## src/scb_pkg.sv

```systemverilog
package scb_pkg;
  localparam logic [5:0] ADDR_ID = 6'h00;
  localparam logic [5:0] ADDR_EN = 6'h01;
  localparam logic [5:0] ADDR_DRV = 6'h02;
  localparam logic [5:0] ADDR_REF = 6'h03;
  localparam logic [5:0] ADDR_PRE = 6'h04;
  localparam logic [5:0] ADDR_PFD = 6'h05;
  localparam logic [5:0] ADDR_DEL = 6'h06;
  // Arbitrary neutral identity value
  localparam logic [23:0] ID_WORD = 24'h00A5C3;
  localparam logic [15:0] RST_EN = 16'hFE9B;
  localparam logic [1:0] RST_DRV = 2'h3;
  localparam logic [16:0] RST_REF = 17'h08001;
  localparam logic RST_PRE = 1'b0;
  localparam logic [2:0] RST_PFD = 3'h6;
  localparam logic [2:0] RST_DEL = 3'h2;
  localparam int STB_REGS = 0;
  localparam int STB_DIG = 1;
  localparam int STB_TEMP = 3;
  localparam int EN_BIAS = 1;
  localparam int EN_DIV = 2;
  localparam int EN_SQBUF = 7;
  localparam int EN_SINBUF = 8;
  localparam int EN_VCOCLK = 9;
  localparam int EN_LKD = 11;
  localparam int EN_PUMP = 12;
  localparam int EN_DSM = 13;
  localparam int EN_LOCK = 14;
  localparam int EN_SLIP = 15;
  localparam int DRV_VAL = 0;
  localparam int DRV_FORCE = 1;
  localparam int REF_SEL = 14;
  localparam int REF_AUTO = 15;
  localparam int REF_SIN = 16;
  localparam logic [13:0] RATIO_ONE = 14'h0001;
  localparam logic [4:0] LAST_BIT = 5'h1F;
  localparam logic [4:0] ADDR_DONE = 5'h06;
  typedef enum logic [1:0] {
    SCB_IDLE = 2'b00,
    SCB_SHIFT = 2'b01,
    SCB_DONE = 2'b10
  } scb_state_t;
endpackage

```

## src/scb_synth_control_register_bank.sv

```systemverilog
`timescale 1ns/1ns
`default_nettype none
module scb_synth_control_register_bank (
  input wire logic mclk,
  input wire logic arst_n,
  input wire logic sclk_pin,
  input wire logic sen_pin,
  input wire logic sdi_pin,
  input wire logic lock_status,
  output logic lock_or_readback_pin_o,
  output logic lock_or_readback_pin_oe,
  output logic [15:0] block_enable_and_reset,
  output logic [13:0] ref_div_ratio,
  output logic ref_div_run,
  output logic ref_div_bypass,
  output logic sine_ref_select,
  output logic square_buffer_on,
  output logic sine_buffer_on,
  output logic prescaler_long_low,
  output logic pfd_invert,
  output logic pfd_up_pass,
  output logic pfd_dn_pass,
  output logic [2:0] pfd_delay,
  output logic pump_enable,
  output logic loop_enable,
  output logic dsm_clk_from_vco,
  output logic dsm_rst_n,
  output logic lock_det_rst_n,
  output logic slip_prevention_rst_n,
  output logic lock_gate_en,
  output logic soft_reset_dig,
  output logic temp_measure_start
);
  import scb_pkg::*;

  logic [2:0] sclk_s1_q, sclk_s2_q;
  logic sclk_prev_q;
  logic [15:0] en_q;
  logic [1:0] drv_q;
  logic [16:0] ref_q;
  logic pre_q;
  logic [2:0] pfd_q, del_q;
  scb_state_t state_q;
  logic [4:0] cnt_q;
  logic rd_q;
  logic [5:0] addr_q;
  logic [23:0] sh_q;
  logic [23:0] rd_sh_q;
  logic sdo_q;
  logic rd_active_q;
  logic clear_regs;
  logic wr_done;
  logic [23:0] wdata;
  logic rise, fall, sen, sdi;

  // Serial pins through two-flop synchronisers
  always_ff @(posedge mclk or negedge arst_n) begin
    if (!arst_n) begin
      sclk_s1_q <= 3'h0;
      sclk_s2_q <= 3'h0;
    end else begin
      sclk_s1_q <= {sclk_pin, sen_pin, sdi_pin};
      sclk_s2_q <= sclk_s1_q;
    end
  end

  // Edge detection on synchronised clock
  always_ff @(posedge mclk or negedge arst_n) begin
    if (!arst_n) begin
      sclk_prev_q <= 1'b0;
    end else begin
      sclk_prev_q <= sclk_s2_q[2];
    end
  end

  assign sen = sclk_s2_q[1];
  assign sdi = sclk_s2_q[0];
  assign rise = sclk_s2_q[2] & ~sclk_prev_q;
  assign fall = ~sclk_s2_q[2] & sclk_prev_q;
  assign wdata = sh_q; // Rises 8 to 31 carry the data; rise 32 only closes the frame
  assign wr_done = rise && sen && (state_q == SCB_SHIFT) && (cnt_q == LAST_BIT) && !rd_q;
  assign clear_regs = wr_done && (addr_q == ADDR_ID) && wdata[STB_REGS];

  // Frame sequencing: flag, address, data
  always_ff @(posedge mclk or negedge arst_n) begin
    if (!arst_n) begin
      state_q <= SCB_IDLE;
      cnt_q <= 5'h00;
      rd_q <= 1'b0;
      addr_q <= 6'h00;
      sh_q <= 24'h000000;
    end else if (!sen) begin
      state_q <= SCB_IDLE;
      cnt_q <= 5'h00;
    end else if (rise) begin
      case (state_q)
        SCB_IDLE: begin
          rd_q <= sdi;
          cnt_q <= 5'h01;
          state_q <= SCB_SHIFT;
        end
        SCB_SHIFT: begin
          if (cnt_q <= ADDR_DONE) begin
            addr_q <= {addr_q[4:0], sdi};
          end else if (cnt_q != LAST_BIT) begin
            sh_q <= {sh_q[22:0], sdi};
          end
          cnt_q <= cnt_q + 5'h01;
          if (cnt_q == LAST_BIT) begin
            state_q <= SCB_DONE;
          end
        end
        default: begin
          state_q <= SCB_DONE;
        end
      endcase
    end
  end

  // Read data selection
  function automatic logic [23:0] rd_word(input logic [5:0] a, input logic [15:0] e,
                                          input logic [1:0] d, input logic [16:0] r,
                                          input logic p, input logic [2:0] f,
                                          input logic [2:0] l);
    if (a == ADDR_ID) rd_word = ID_WORD;
    else if (a == ADDR_EN) rd_word = {8'h00, e};
    else if (a == ADDR_DRV) rd_word = {22'h0, d};
    else if (a == ADDR_REF) rd_word = {7'h0, r};
    else if (a == ADDR_PRE) rd_word = {23'h0, p};
    else if (a == ADDR_PFD) rd_word = {21'h0, f};
    else if (a == ADDR_DEL) rd_word = {21'h0, l};
    else rd_word = 24'h000000;
  endfunction

  // Read shifter, MSB first, launched on rising edges
  always_ff @(posedge mclk or negedge arst_n) begin
    if (!arst_n) begin
      rd_sh_q <= 24'h000000;
      rd_active_q <= 1'b0;
    end else if (!sen) begin
      rd_active_q <= 1'b0;
    end else if (rise && state_q == SCB_SHIFT && rd_q) begin
      if (cnt_q == ADDR_DONE) begin
        rd_sh_q <= rd_word({addr_q[4:0], sdi}, en_q, drv_q, ref_q, pre_q, pfd_q, del_q);
        rd_active_q <= 1'b1;
      end else if (cnt_q != ADDR_DONE + 5'h01) begin
        rd_sh_q <= {rd_sh_q[22:0], 1'b0}; // MSB stays through rise 8
      end
    end else if (fall && state_q == SCB_DONE) begin
      rd_active_q <= 1'b0;
    end
  end

  // Pin output: read data during reads, lock status otherwise
  always_ff @(posedge mclk or negedge arst_n) begin
    if (!arst_n) begin
      sdo_q <= 1'b0;
    end else begin
      sdo_q <= rd_active_q ? rd_sh_q[23] : lock_status;
    end
  end
  assign lock_or_readback_pin_o = sdo_q;

  // Driver enable
  always_ff @(posedge mclk or negedge arst_n) begin
    if (!arst_n) begin
      lock_or_readback_pin_oe <= 1'b0;
    end else if (drv_q[DRV_FORCE]) begin
      lock_or_readback_pin_oe <= drv_q[DRV_VAL];
    end else begin
      lock_or_readback_pin_oe <= rd_active_q;
    end
  end

  // Register writes and soft register reset
  always_ff @(posedge mclk or negedge arst_n) begin
    if (!arst_n) begin
      en_q <= RST_EN;
      drv_q <= RST_DRV;
      ref_q <= RST_REF;
      pre_q <= RST_PRE;
      pfd_q <= RST_PFD;
      del_q <= RST_DEL;
    end else if (clear_regs) begin
      en_q <= RST_EN;
      drv_q <= RST_DRV;
      ref_q <= RST_REF;
      pre_q <= RST_PRE;
      pfd_q <= RST_PFD;
      del_q <= RST_DEL;
    end else if (wr_done) begin
      if (addr_q == ADDR_EN) en_q <= wdata[15:0];
      else if (addr_q == ADDR_DRV) drv_q <= wdata[1:0];
      else if (addr_q == ADDR_REF) ref_q <= wdata[16:0];
      else if (addr_q == ADDR_PRE) pre_q <= wdata[0];
      else if (addr_q == ADDR_PFD) pfd_q <= wdata[2:0];
      else if (addr_q == ADDR_DEL) del_q <= wdata[2:0];
    end
  end

  // Strobes: one-cycle pulses, never stored
  always_ff @(posedge mclk or negedge arst_n) begin
    if (!arst_n) begin
      soft_reset_dig <= 1'b0;
      temp_measure_start <= 1'b0;
    end else begin
      soft_reset_dig <= wr_done && addr_q == ADDR_ID && wdata[STB_DIG];
      temp_measure_start <= wr_done && addr_q == ADDR_ID && wdata[STB_TEMP];
    end
  end

  // Registered copy of the enable register
  always_ff @(posedge mclk or negedge arst_n) begin
    if (!arst_n) begin
      block_enable_and_reset <= RST_EN;
    end else begin
      block_enable_and_reset <= en_q;
    end
  end

  // Reference divider ratio
  always_ff @(posedge mclk or negedge arst_n) begin
    if (!arst_n) begin
      ref_div_ratio <= RST_REF[13:0];
    end else begin
      ref_div_ratio <= ref_q[13:0];
    end
  end

  // Reference divider run, low holds it in reset
  always_ff @(posedge mclk or negedge arst_n) begin
    if (!arst_n) begin
      ref_div_run <= 1'b0;
    end else begin
      ref_div_run <= en_q[EN_DIV];
    end
  end

  // Divider bypass: held divider, auto mode or manual select
  always_ff @(posedge mclk or negedge arst_n) begin
    if (!arst_n) begin
      ref_div_bypass <= 1'b1;
    end else if (!en_q[EN_DIV]) begin
      ref_div_bypass <= 1'b1;
    end else if (ref_q[REF_AUTO]) begin
      ref_div_bypass <= (ref_q[13:0] == RATIO_ONE);
    end else begin
      ref_div_bypass <= !ref_q[REF_SEL];
    end
  end

  // Sine or square reference select
  always_ff @(posedge mclk or negedge arst_n) begin
    if (!arst_n) begin
      sine_ref_select <= 1'b0;
    end else begin
      sine_ref_select <= ref_q[REF_SIN];
    end
  end

  // Square buffer, gated so it never fights the sine select
  always_ff @(posedge mclk or negedge arst_n) begin
    if (!arst_n) begin
      square_buffer_on <= 1'b0;
    end else begin
      square_buffer_on <= en_q[EN_SQBUF] && !ref_q[REF_SIN];
    end
  end

  // Sine buffer, only with sine select set
  always_ff @(posedge mclk or negedge arst_n) begin
    if (!arst_n) begin
      sine_buffer_on <= 1'b0;
    end else begin
      sine_buffer_on <= en_q[EN_SINBUF] && ref_q[REF_SIN];
    end
  end

  // Prescaler long low time
  always_ff @(posedge mclk or negedge arst_n) begin
    if (!arst_n) begin
      prescaler_long_low <= 1'b0;
    end else begin
      prescaler_long_low <= pre_q;
    end
  end

  // Detector polarity
  always_ff @(posedge mclk or negedge arst_n) begin
    if (!arst_n) begin
      pfd_invert <= 1'b0;
    end else begin
      pfd_invert <= pfd_q[0];
    end
  end

  // Up pulse pass to pump
  always_ff @(posedge mclk or negedge arst_n) begin
    if (!arst_n) begin
      pfd_up_pass <= 1'b0;
    end else begin
      pfd_up_pass <= pfd_q[1];
    end
  end

  // Down pulse pass to pump
  always_ff @(posedge mclk or negedge arst_n) begin
    if (!arst_n) begin
      pfd_dn_pass <= 1'b0;
    end else begin
      pfd_dn_pass <= pfd_q[2];
    end
  end

  // Detector delay setpoint
  always_ff @(posedge mclk or negedge arst_n) begin
    if (!arst_n) begin
      pfd_delay <= RST_DEL;
    end else begin
      pfd_delay <= del_q;
    end
  end

  // Charge pump, also off with the loop disabled
  always_ff @(posedge mclk or negedge arst_n) begin
    if (!arst_n) begin
      pump_enable <= 1'b0;
    end else begin
      pump_enable <= en_q[EN_PUMP] && en_q[EN_BIAS];
    end
  end

  // Whole loop bias
  always_ff @(posedge mclk or negedge arst_n) begin
    if (!arst_n) begin
      loop_enable <= 1'b0;
    end else begin
      loop_enable <= en_q[EN_BIAS];
    end
  end

  // Modulator clock source
  always_ff @(posedge mclk or negedge arst_n) begin
    if (!arst_n) begin
      dsm_clk_from_vco <= 1'b0;
    end else begin
      dsm_clk_from_vco <= en_q[EN_VCOCLK];
    end
  end

  // Modulator reset, active low
  always_ff @(posedge mclk or negedge arst_n) begin
    if (!arst_n) begin
      dsm_rst_n <= 1'b0;
    end else begin
      dsm_rst_n <= en_q[EN_DSM];
    end
  end

  // Lock detection reset, active low
  always_ff @(posedge mclk or negedge arst_n) begin
    if (!arst_n) begin
      lock_det_rst_n <= 1'b0;
    end else begin
      lock_det_rst_n <= en_q[EN_LOCK];
    end
  end

  // Slip prevention flip-flop reset, active low
  always_ff @(posedge mclk or negedge arst_n) begin
    if (!arst_n) begin
      slip_prevention_rst_n <= 1'b0;
    end else begin
      slip_prevention_rst_n <= en_q[EN_SLIP];
    end
  end

  // Digital lock detect and its output gates
  always_ff @(posedge mclk or negedge arst_n) begin
    if (!arst_n) begin
      lock_gate_en <= 1'b0;
    end else begin
      lock_gate_en <= en_q[EN_LKD];
    end
  end
endmodule // scb_synth_control_register_bank
`default_nettype wire

```

## config.mk

```make
export PLATFORM = sky130hd
export DESIGN_NAME = scb_synth_control_register_bank
export DESIGN_NICKNAME = d
export VERILOG_FILES = /design/src/scb_pkg.sv /design/src/scb_synth_control_register_bank.sv
export SDC_FILE = /design/constraint.sdc
export NUM_CORES = 1
export LEC_CHECK = 0
export BUFFER_PORTS_ARGS = -buffer_cell sky130_fd_sc_hd__buf_2
export CORE_UTILIZATION = 40
export CTS_CLUSTER_SIZE = 12
export DETAILED_ROUTE_END_ITERATION = 10
export PLACE_DENSITY = 0.56
export SYNTH_ARGS = -nofsm -noshare
export SYNTH_HDL_FRONTEND = slang
export SYNTH_SLANG_ARGS = --single-unit
```

## constraint.sdc

```tcl
create_clock -name mclk -period 4.59 [get_ports mclk]
set_input_delay 0.2295 -clock mclk [delete_from_list [all_inputs] [get_ports mclk]]
set_output_delay 0.2295 -clock mclk [all_outputs]
set_load 0.01 [all_outputs]
```

==> metrics.yaml, run 1 <==
status:
  status: "complete, no violations"
final_layout:
  stdcell_count: 799
  layout-drive-gt1-share_pct: 30.6
  synthToLayoutAreaGrowth_pct: 17.2
  num_antenna_cells: 0
  nets: 584
critical_path:
  path_max_fanout: 22
  start_kind: "flop"
  crit_type: "flop to flop"
  r2r-start: "cnt_q[1]"
  rr_worst_depth: 7
  arrival_ns: 3.47
  crit_required_ns: 4.94
  r2r-end: "en_q[15]"
  regToRegSetupSlack_ns: 1.47
  critical_path.endpoint_type: "flop"
grt:
  grt_pass1_vias: 4383
  antenna_found_initial: 0
  gr-total-overflow: 0
  grt_usage_pct: 19.6
  grt_max_degree: 57
  grt_pass1_wl_um: 24200
min_path:
  whs_path_depth: 2
  hp-class: "input port to flop"
  worstHoldEndpoint: "lock_or_readback_pin_o"
  min_from: "lock_status"
placed_design:
  dp_hpwl_um: 9390
  io_buffers: 58
  gp_congestion: 0.819
  place_ws_ns: 1.54
  placed_cells: 763
synthesis:
  yosysWarnings: 0
  syn-cell-area_sq_um: 6360
  synth_area_leaders: "dfrtp_1 (48%), dfstp_2 (14%), mux2_2 (7.3%)"
  async_reset_ff_share_pct: 100
  yosysSeqAreaShare_pct: 62.5
  yosys_most_used_dff: "dfrtp_1"
  yosysTopAreaCell: "dfrtp_1"
  ys_ff_latch: 157
  synthCells: 521
  synth_nets: 530
  synth.avg_cell_area_sq_um: 12.2
  synth_cell_type_count: 51
  synthMostInstantiatedCell: "dfrtp_1"
  synth-edff-count: 0
  synth_top_area_share_pct: 48.4
  synth_common_cells: "dfrtp_1 (123), nand3_1 (57), mux2_2 (41)"
detailed_routing:
  num_vias: 4357
  avgRoutedWirePerCell_um: 18.5
  drt_iter0_markers: 316
  wirelength_um: 14700
  ant_nets: 0
  avgViaCountPerCell: 5.45
  drtPass1Iterations: 5
  route.detailed.drc: 0
floorplan:
  dieHeight_um: 128
  rows: 45
  die_width_um: 128
  die-area_sq_um: 16400
  initial_utilization_pct: 41.4
  core_area_sq_um: 15400
  io_pins: 59
power_and_ir_drop:
  power_frac_comb_pct: 6.9
  clkPwrFrac_pct: 45.4
  p_seq_share_pct: 47.8
  ir_drop_v: 0.000279
  p_sw_w: 0.000808
  p_per_area_nw_per_um2: 410
  leakage_nw: 3.54
  sw_frac_of_total_pct: 26.5
  p_int_w: 0.00225
cts:
  cts_tree: "yes"
  htreeDepth: 4
  clk-insertion-delay-late_ns: 0.43
  clock_sinks: 157
  path_clk_slew_ns: 0.07
  cts_buffers: 17
  post_cts_buffers: 0
  ctsLongestPathBuffers: 2
  cts_root_buf: "clkbuf_16"
timing:
  max_slew_margin_pct: 18.2
  fin_skew_ns: 0.00906
  rsz0062_at_grt: "no"
  worst_slew_pin_slew_ns: 1.23
  fin_setup_tns_ns: 0
  fin_crit_ns: 3.12
  setup_viol: 0
  clock.fmax_ghz: 0.321
  drv_slew: 0
  hold_viol_final: 0
  setup_ws_ns: 1.47
  fin_crit_sh_pct: 67.9
job:
  max_cap_viol_count: 0
[worst max path at each step]
stage,from,to,slack (ns),cells past startpoint
finish,cnt_q[1],en_q[15],1.47,7
detailed placement,cnt_q[1],en_q[15],1.54,7
global placement,cnt_q[1],en_q[15],1.67,7
global route,cnt_q[1],en_q[12],1.22,7
floorplan,cnt_q[1],ref_q[10],2.39,8
CTS,cnt_q[1],en_q[15],1.49,7
[kinds of logic (layout without fill, tap and decap cells)]
family	after synthesis	after routing	share of synthesized area [%]
AO/OA/AOI/OAI	83	83	9.07
adder cells (fa/ha/maj)	3	3	0.591
buffers and inverters	44	111	3.07
flip-flops	157	157	62.5
multiplexers	54	54	9.31
AND/OR/NAND/NOR	180	180	15.5
[cell usage in the layout (no fill, tap or decap), types with 6 or more instances in the layout]
| master | instances |
|---|---|
| dfrtp_1 | 123 |
| nand3_1 | 57 |
| buf_2 | 57 |
| mux2_2 | 41 |
| nand2_1 | 37 |
| dfstp_2 | 34 |
| nor2_1 | 23 |
| a31oi_1 | 21 |
| a21oi_1 | 18 |
| clkbuf_16 | 17 |
| a22o_1 | 16 |
| mux2i_1 | 13 |
| inv_1 | 10 |
| nor2b_1 | 9 |
| nand4_1 | 7 |
| nand2b_1 | 7 |
| inv_6 | 7 |
| buf_4 | 7 |
| and3_1 | 6 |
[power groups by stage]
stage	combinational, W	sequential [W]	clock (W)
6_report	0.000210	0.00146	0.00138
4_1_cts	0.000214	0.00146	0.00141
3_3_place_gp	0.000206	0.00148	0
3_5_place_dp	0.000209	0.00148	0
5_1_grt	0.000234	0.00146	0.00147
2_1_floorplan	0.000154	0.00145	0
[state kept, by name, indices dropped and copies added, names as in the netlist, 2 cells and up]
signal                  flops
block_enable_and_reset     16
addr_q                      6
pfd_q                       3
pfd_delay                   3
ref_div_ratio              14
en_q                       16
state_q                     2
sh_q                       17
del_q                       3
drv_q                       2
ref_q                      17
cnt_q                       5
rd_sh_q                    24
sclk_s1_q                   3
sclk_s2_q                   3
[area by class of cell]
class | instances | area [sq um]
Tap cell | 211 | 264
Multi-Input combinational cell | 320 | 2210
Clock buffer | 17 | 425
Sequential cell | 157 | 3970
Fill cell | 1363 | 7920
Clock inverter | 15 | 150
Inverter | 10 | 37.5
Timing Repair Buffer | 69 | 389
[metrics by stage]
stage | area [sq um] | utilization, % | hold WS (ns) | power (W)
2_1_floorplan | 6360 | - | -0.0661 | 0.00160
3_3_place_gp | 6840 | 44.5 | 0.225 | 0.00169
3_5_place_dp | 6840 | 44.5 | 0.228 | 0.00169
4_1_cts | 7450 | 48.5 | 0.0184 | 0.00308
5_1_grt | 7450 | 48.5 | 0.0259 | 0.00316
6_report | 7450 | 48.5 | 0.0258 | 0.00305
[critical path: stages, from the launching register on]
cell,delay (ns)
dfrtp_1,0.41
ha_1,0.23
and3_1,0.17
ha_1,0.29
and4bb_2,0.33
and3_1,0.73
nand3_1,0.63
nand3_1,0.25
[layer usage]
layer  global-route usage (%)  up-vias  wire length [um]
met2                     29.6      128              6890
li1                         -     1981                 -
met5                        0        -                 0
met4                     8.79        0               303
met3                     4.47       21               704
met1                     27.1     2227              6850
[what timing repair did]
action	4_1_cts	5_1_grt
hold buffers	4	0
resized for setup	0	0
endpoints found under the hold margin	39	0
No activity file was read; power rests on OpenSTA's default activity.
==> run 2: changes to the inputs <==
Settings changed: ABC_AREA from default to 1, PLACE_DENSITY 0.56 to 0.57.
Clock period 4.59 ns to 3.1 ns, I/O delays scaled along.
==> run 2 against run 1 <==
  * Power increased by 44%
  * Synthesized cell count increased by 27%
  * Sequential share of layout area grew 0.30 points
  * Maximum frequency up 33%
  * Worst hold slack better by 0.30 ns
  * Critical path depth increased by 4
  * Via count is 5.7% higher
  * Global-route usage fell by 0.63 points
  * Routed wire length fell by 5.1%
  * Critical path type unchanged
  * Largest cell class unchanged
  * Highest routed layer unchanged
==> metrics.yaml, run 2 <==
cts:
  cts_buffers: 17
  post_cts_resized: 0
  post_cts_buffers: 0
  htreeDepth: 4
  path_clk_slew_ns: 0.06
  cts_tree: "yes"
  ctsLongestPathBuffers: 2
  cts_root_buf: "clkbuf_16"
  clk-insertion-delay-late_ns: 0.43
  clock_sinks: 157
synthesis:
  ys_ff_latch: 157
  async_reset_ff_share_pct: 100
  yosysTopAreaCell: "dfrtp_1"
  yosysWarnings: 0
  synthCells: 662
  synth_top_area_share_pct: 49.0
  synth_cell_type_count: 32
  synth_common_cells: "nand2_1 (202), dfrtp_1 (123), inv_1 (60)"
  syn-cell-area_sq_um: 6280
  synth.avg_cell_area_sq_um: 9.49
  yosysSeqAreaShare_pct: 63.2
  synth_nets: 671
  synth-edff-count: 0
  synthMostInstantiatedCell: "nand2_1"
  synth_area_leaders: "dfrtp_1 (49%), dfstp_2 (14%), nand2_1 (12%)"
  yosys_most_used_dff: "dfrtp_1"
critical_path:
  critical_path.endpoint_type: "flop"
  arrival_ns: 2.67
  crit_required_ns: 3.42
  start_kind: "flop"
  crit_type: "flop to flop"
  path_max_fanout: 36
  rr_worst_depth: 11
detailed_routing:
  avgRoutedWirePerCell_um: 14.7
  route.detailed.drc: 0
  ant_nets: 0
  num_vias: 4604
  drt_iter0_markers: 413
  wirelength_um: 14000
  drtPass1Iterations: 5
  avgViaCountPerCell: 4.83
final_layout:
  synthToLayoutAreaGrowth_pct: 18.0
  largest_register_ffs: 24
  stdcell_area_sq_um: 7410
  nFillCells: 1403
  num_antenna_cells: 0
  regArea_sq_um: 3970
  top_regs: "rd_sh_q (24), ref_q (17), sh_q (17)"
  top_register: "rd_sh_q"
  layout-drive-gt1-share_pct: 20.4
  layout_commonest_cell: "nand2_1"
  multi_input_area_sq_um: 1930
  nets: 738
  final_cell_mix: "nand2_1 (202), dfrtp_1 (123), inv_1 (60)"
grt:
  grt_usage_pct: 19.0
  antenna_found_initial: 0
  grt_max_degree: 75
  grt_pass1_vias: 4495
  gr-total-overflow: 0
  grt_pass1_wl_um: 23400
placed_design:
  place_ws_ns: 0.757
  io_buffers: 58
  place_area_sq_um: 6770
  gp_congestion: 0.843
  dp_hpwl_um: 9880
job:
  max_cap_viol_count: 0
floorplan:
  die_width_um: 127
  initial_utilization_pct: 41.2
  core_area_sq_um: 15300
  dieHeight_um: 127
  die-area_sq_um: 16200
  io_pins: 59
  rows: 45
power_and_ir_drop:
  ir_drop_v: 0.000403
  leakage_nw: 3.82
  power_w: 0.00439
  p_per_area_nw_per_um2: 593
timing:
  setup_viol: 0
  fin_crit_ns: 2.35
  fin_setup_tns_ns: 0
  hold_viol_final: 0
  fin_skew_ns: 0.00754
  max_slew_margin_pct: 54.2
  setup_ws_ns: 0.749
  fin_crit_sh_pct: 75.8
  holdWs_ns: 0.329
  worst_slew_pin_slew_ns: 0.687
  clock.fmax_ghz: 0.425
  rsz0062_at_grt: "no"
  drv_slew: 0
min_path:
  hp-class: "input port to asynchronous set/reset pin"
status:
  status: "complete, no violations"
[run 2: where the power goes]
group / switching (W) / internal, W / leakage, nW
Combinational: 0.000151 / 0.0000579 / 1.48
Clock: 0.000904 / 0.00115 / 0.290
Sequential: 0.0000321 / 0.00210 / 2.04
[run 2: worst paths after layout]
| check | to | slack (ns) | from |
|---|---|---|---|
| min reg2reg | sclk_s2_q[1] | 0.35 | sclk_s1_q[1] |
| max in group asynchronous | block_enable_and_reset[13] | 1.76 | arst_n |
| max | ref_q[16] | 0.75 | cnt_q[1] |
| min in group mclk | sclk_s2_q[1] | 0.35 | sclk_s1_q[1] |
| min | pfd_dn_pass | 0.33 | arst_n |
| max reg2reg | ref_q[16] | 0.75 | cnt_q[1] |
[run 2: critical path: stages, from the launching register on]
cell and delay, ns:
dfrtp_1 0.41, ha_1 0.20, nand2_1 0.08, nor2_1 0.10, ha_1 0.17, nand2_1 0.13
nor2_8 0.21, nand4_4 0.44, nand2_2 0.21, inv_2 0.14, nand2_1 0.09, nand2_1 0.05
[run 2: area by class of cell]
cell class	count	area share [%]
Sequential cell	157	53.6
Multi-Input combinational cell	414	26.0
Clock buffer	17	5.74
Timing Repair Buffer	69	5.29
Tap cell	211	3.56
Inverter	70	3.55
Clock inverter	15	2.28
[run 2: cells by family after synthesis]
group | share of synthesized area [%]
DFF | 63.2
AOI/OAI and AO/OA | 7.91
buffers and inverters | 6.10
adders and majority gates | 0.598
and+or+nand+nor | 22.2
[run 2: what timing repair did]
item,CTS,global route
endpoints found under the hold margin,63,0
endpoints found under the setup margin,0,0
hold buffers,5,0
[run 2: routing by layer]
metal / up-vias / track usage [%] / routed length, um
li1: 2266 / - / -
met1: 2243 / 27.1 / 6790
met2: 80 / 29.1 / 6620
met3: 15 / 3.02 / 386
met4: 0 / 7.56 / 206
met5: - / 0 / 0
[run 2: metrics by stage]
step                      utilization (%)  std cells
after floorplan                         -        662
after global placement               44.3        916
after detailed placement             44.3        916
after CTS                            48.6        953
after global routing                 48.6        953
final                                48.6        953
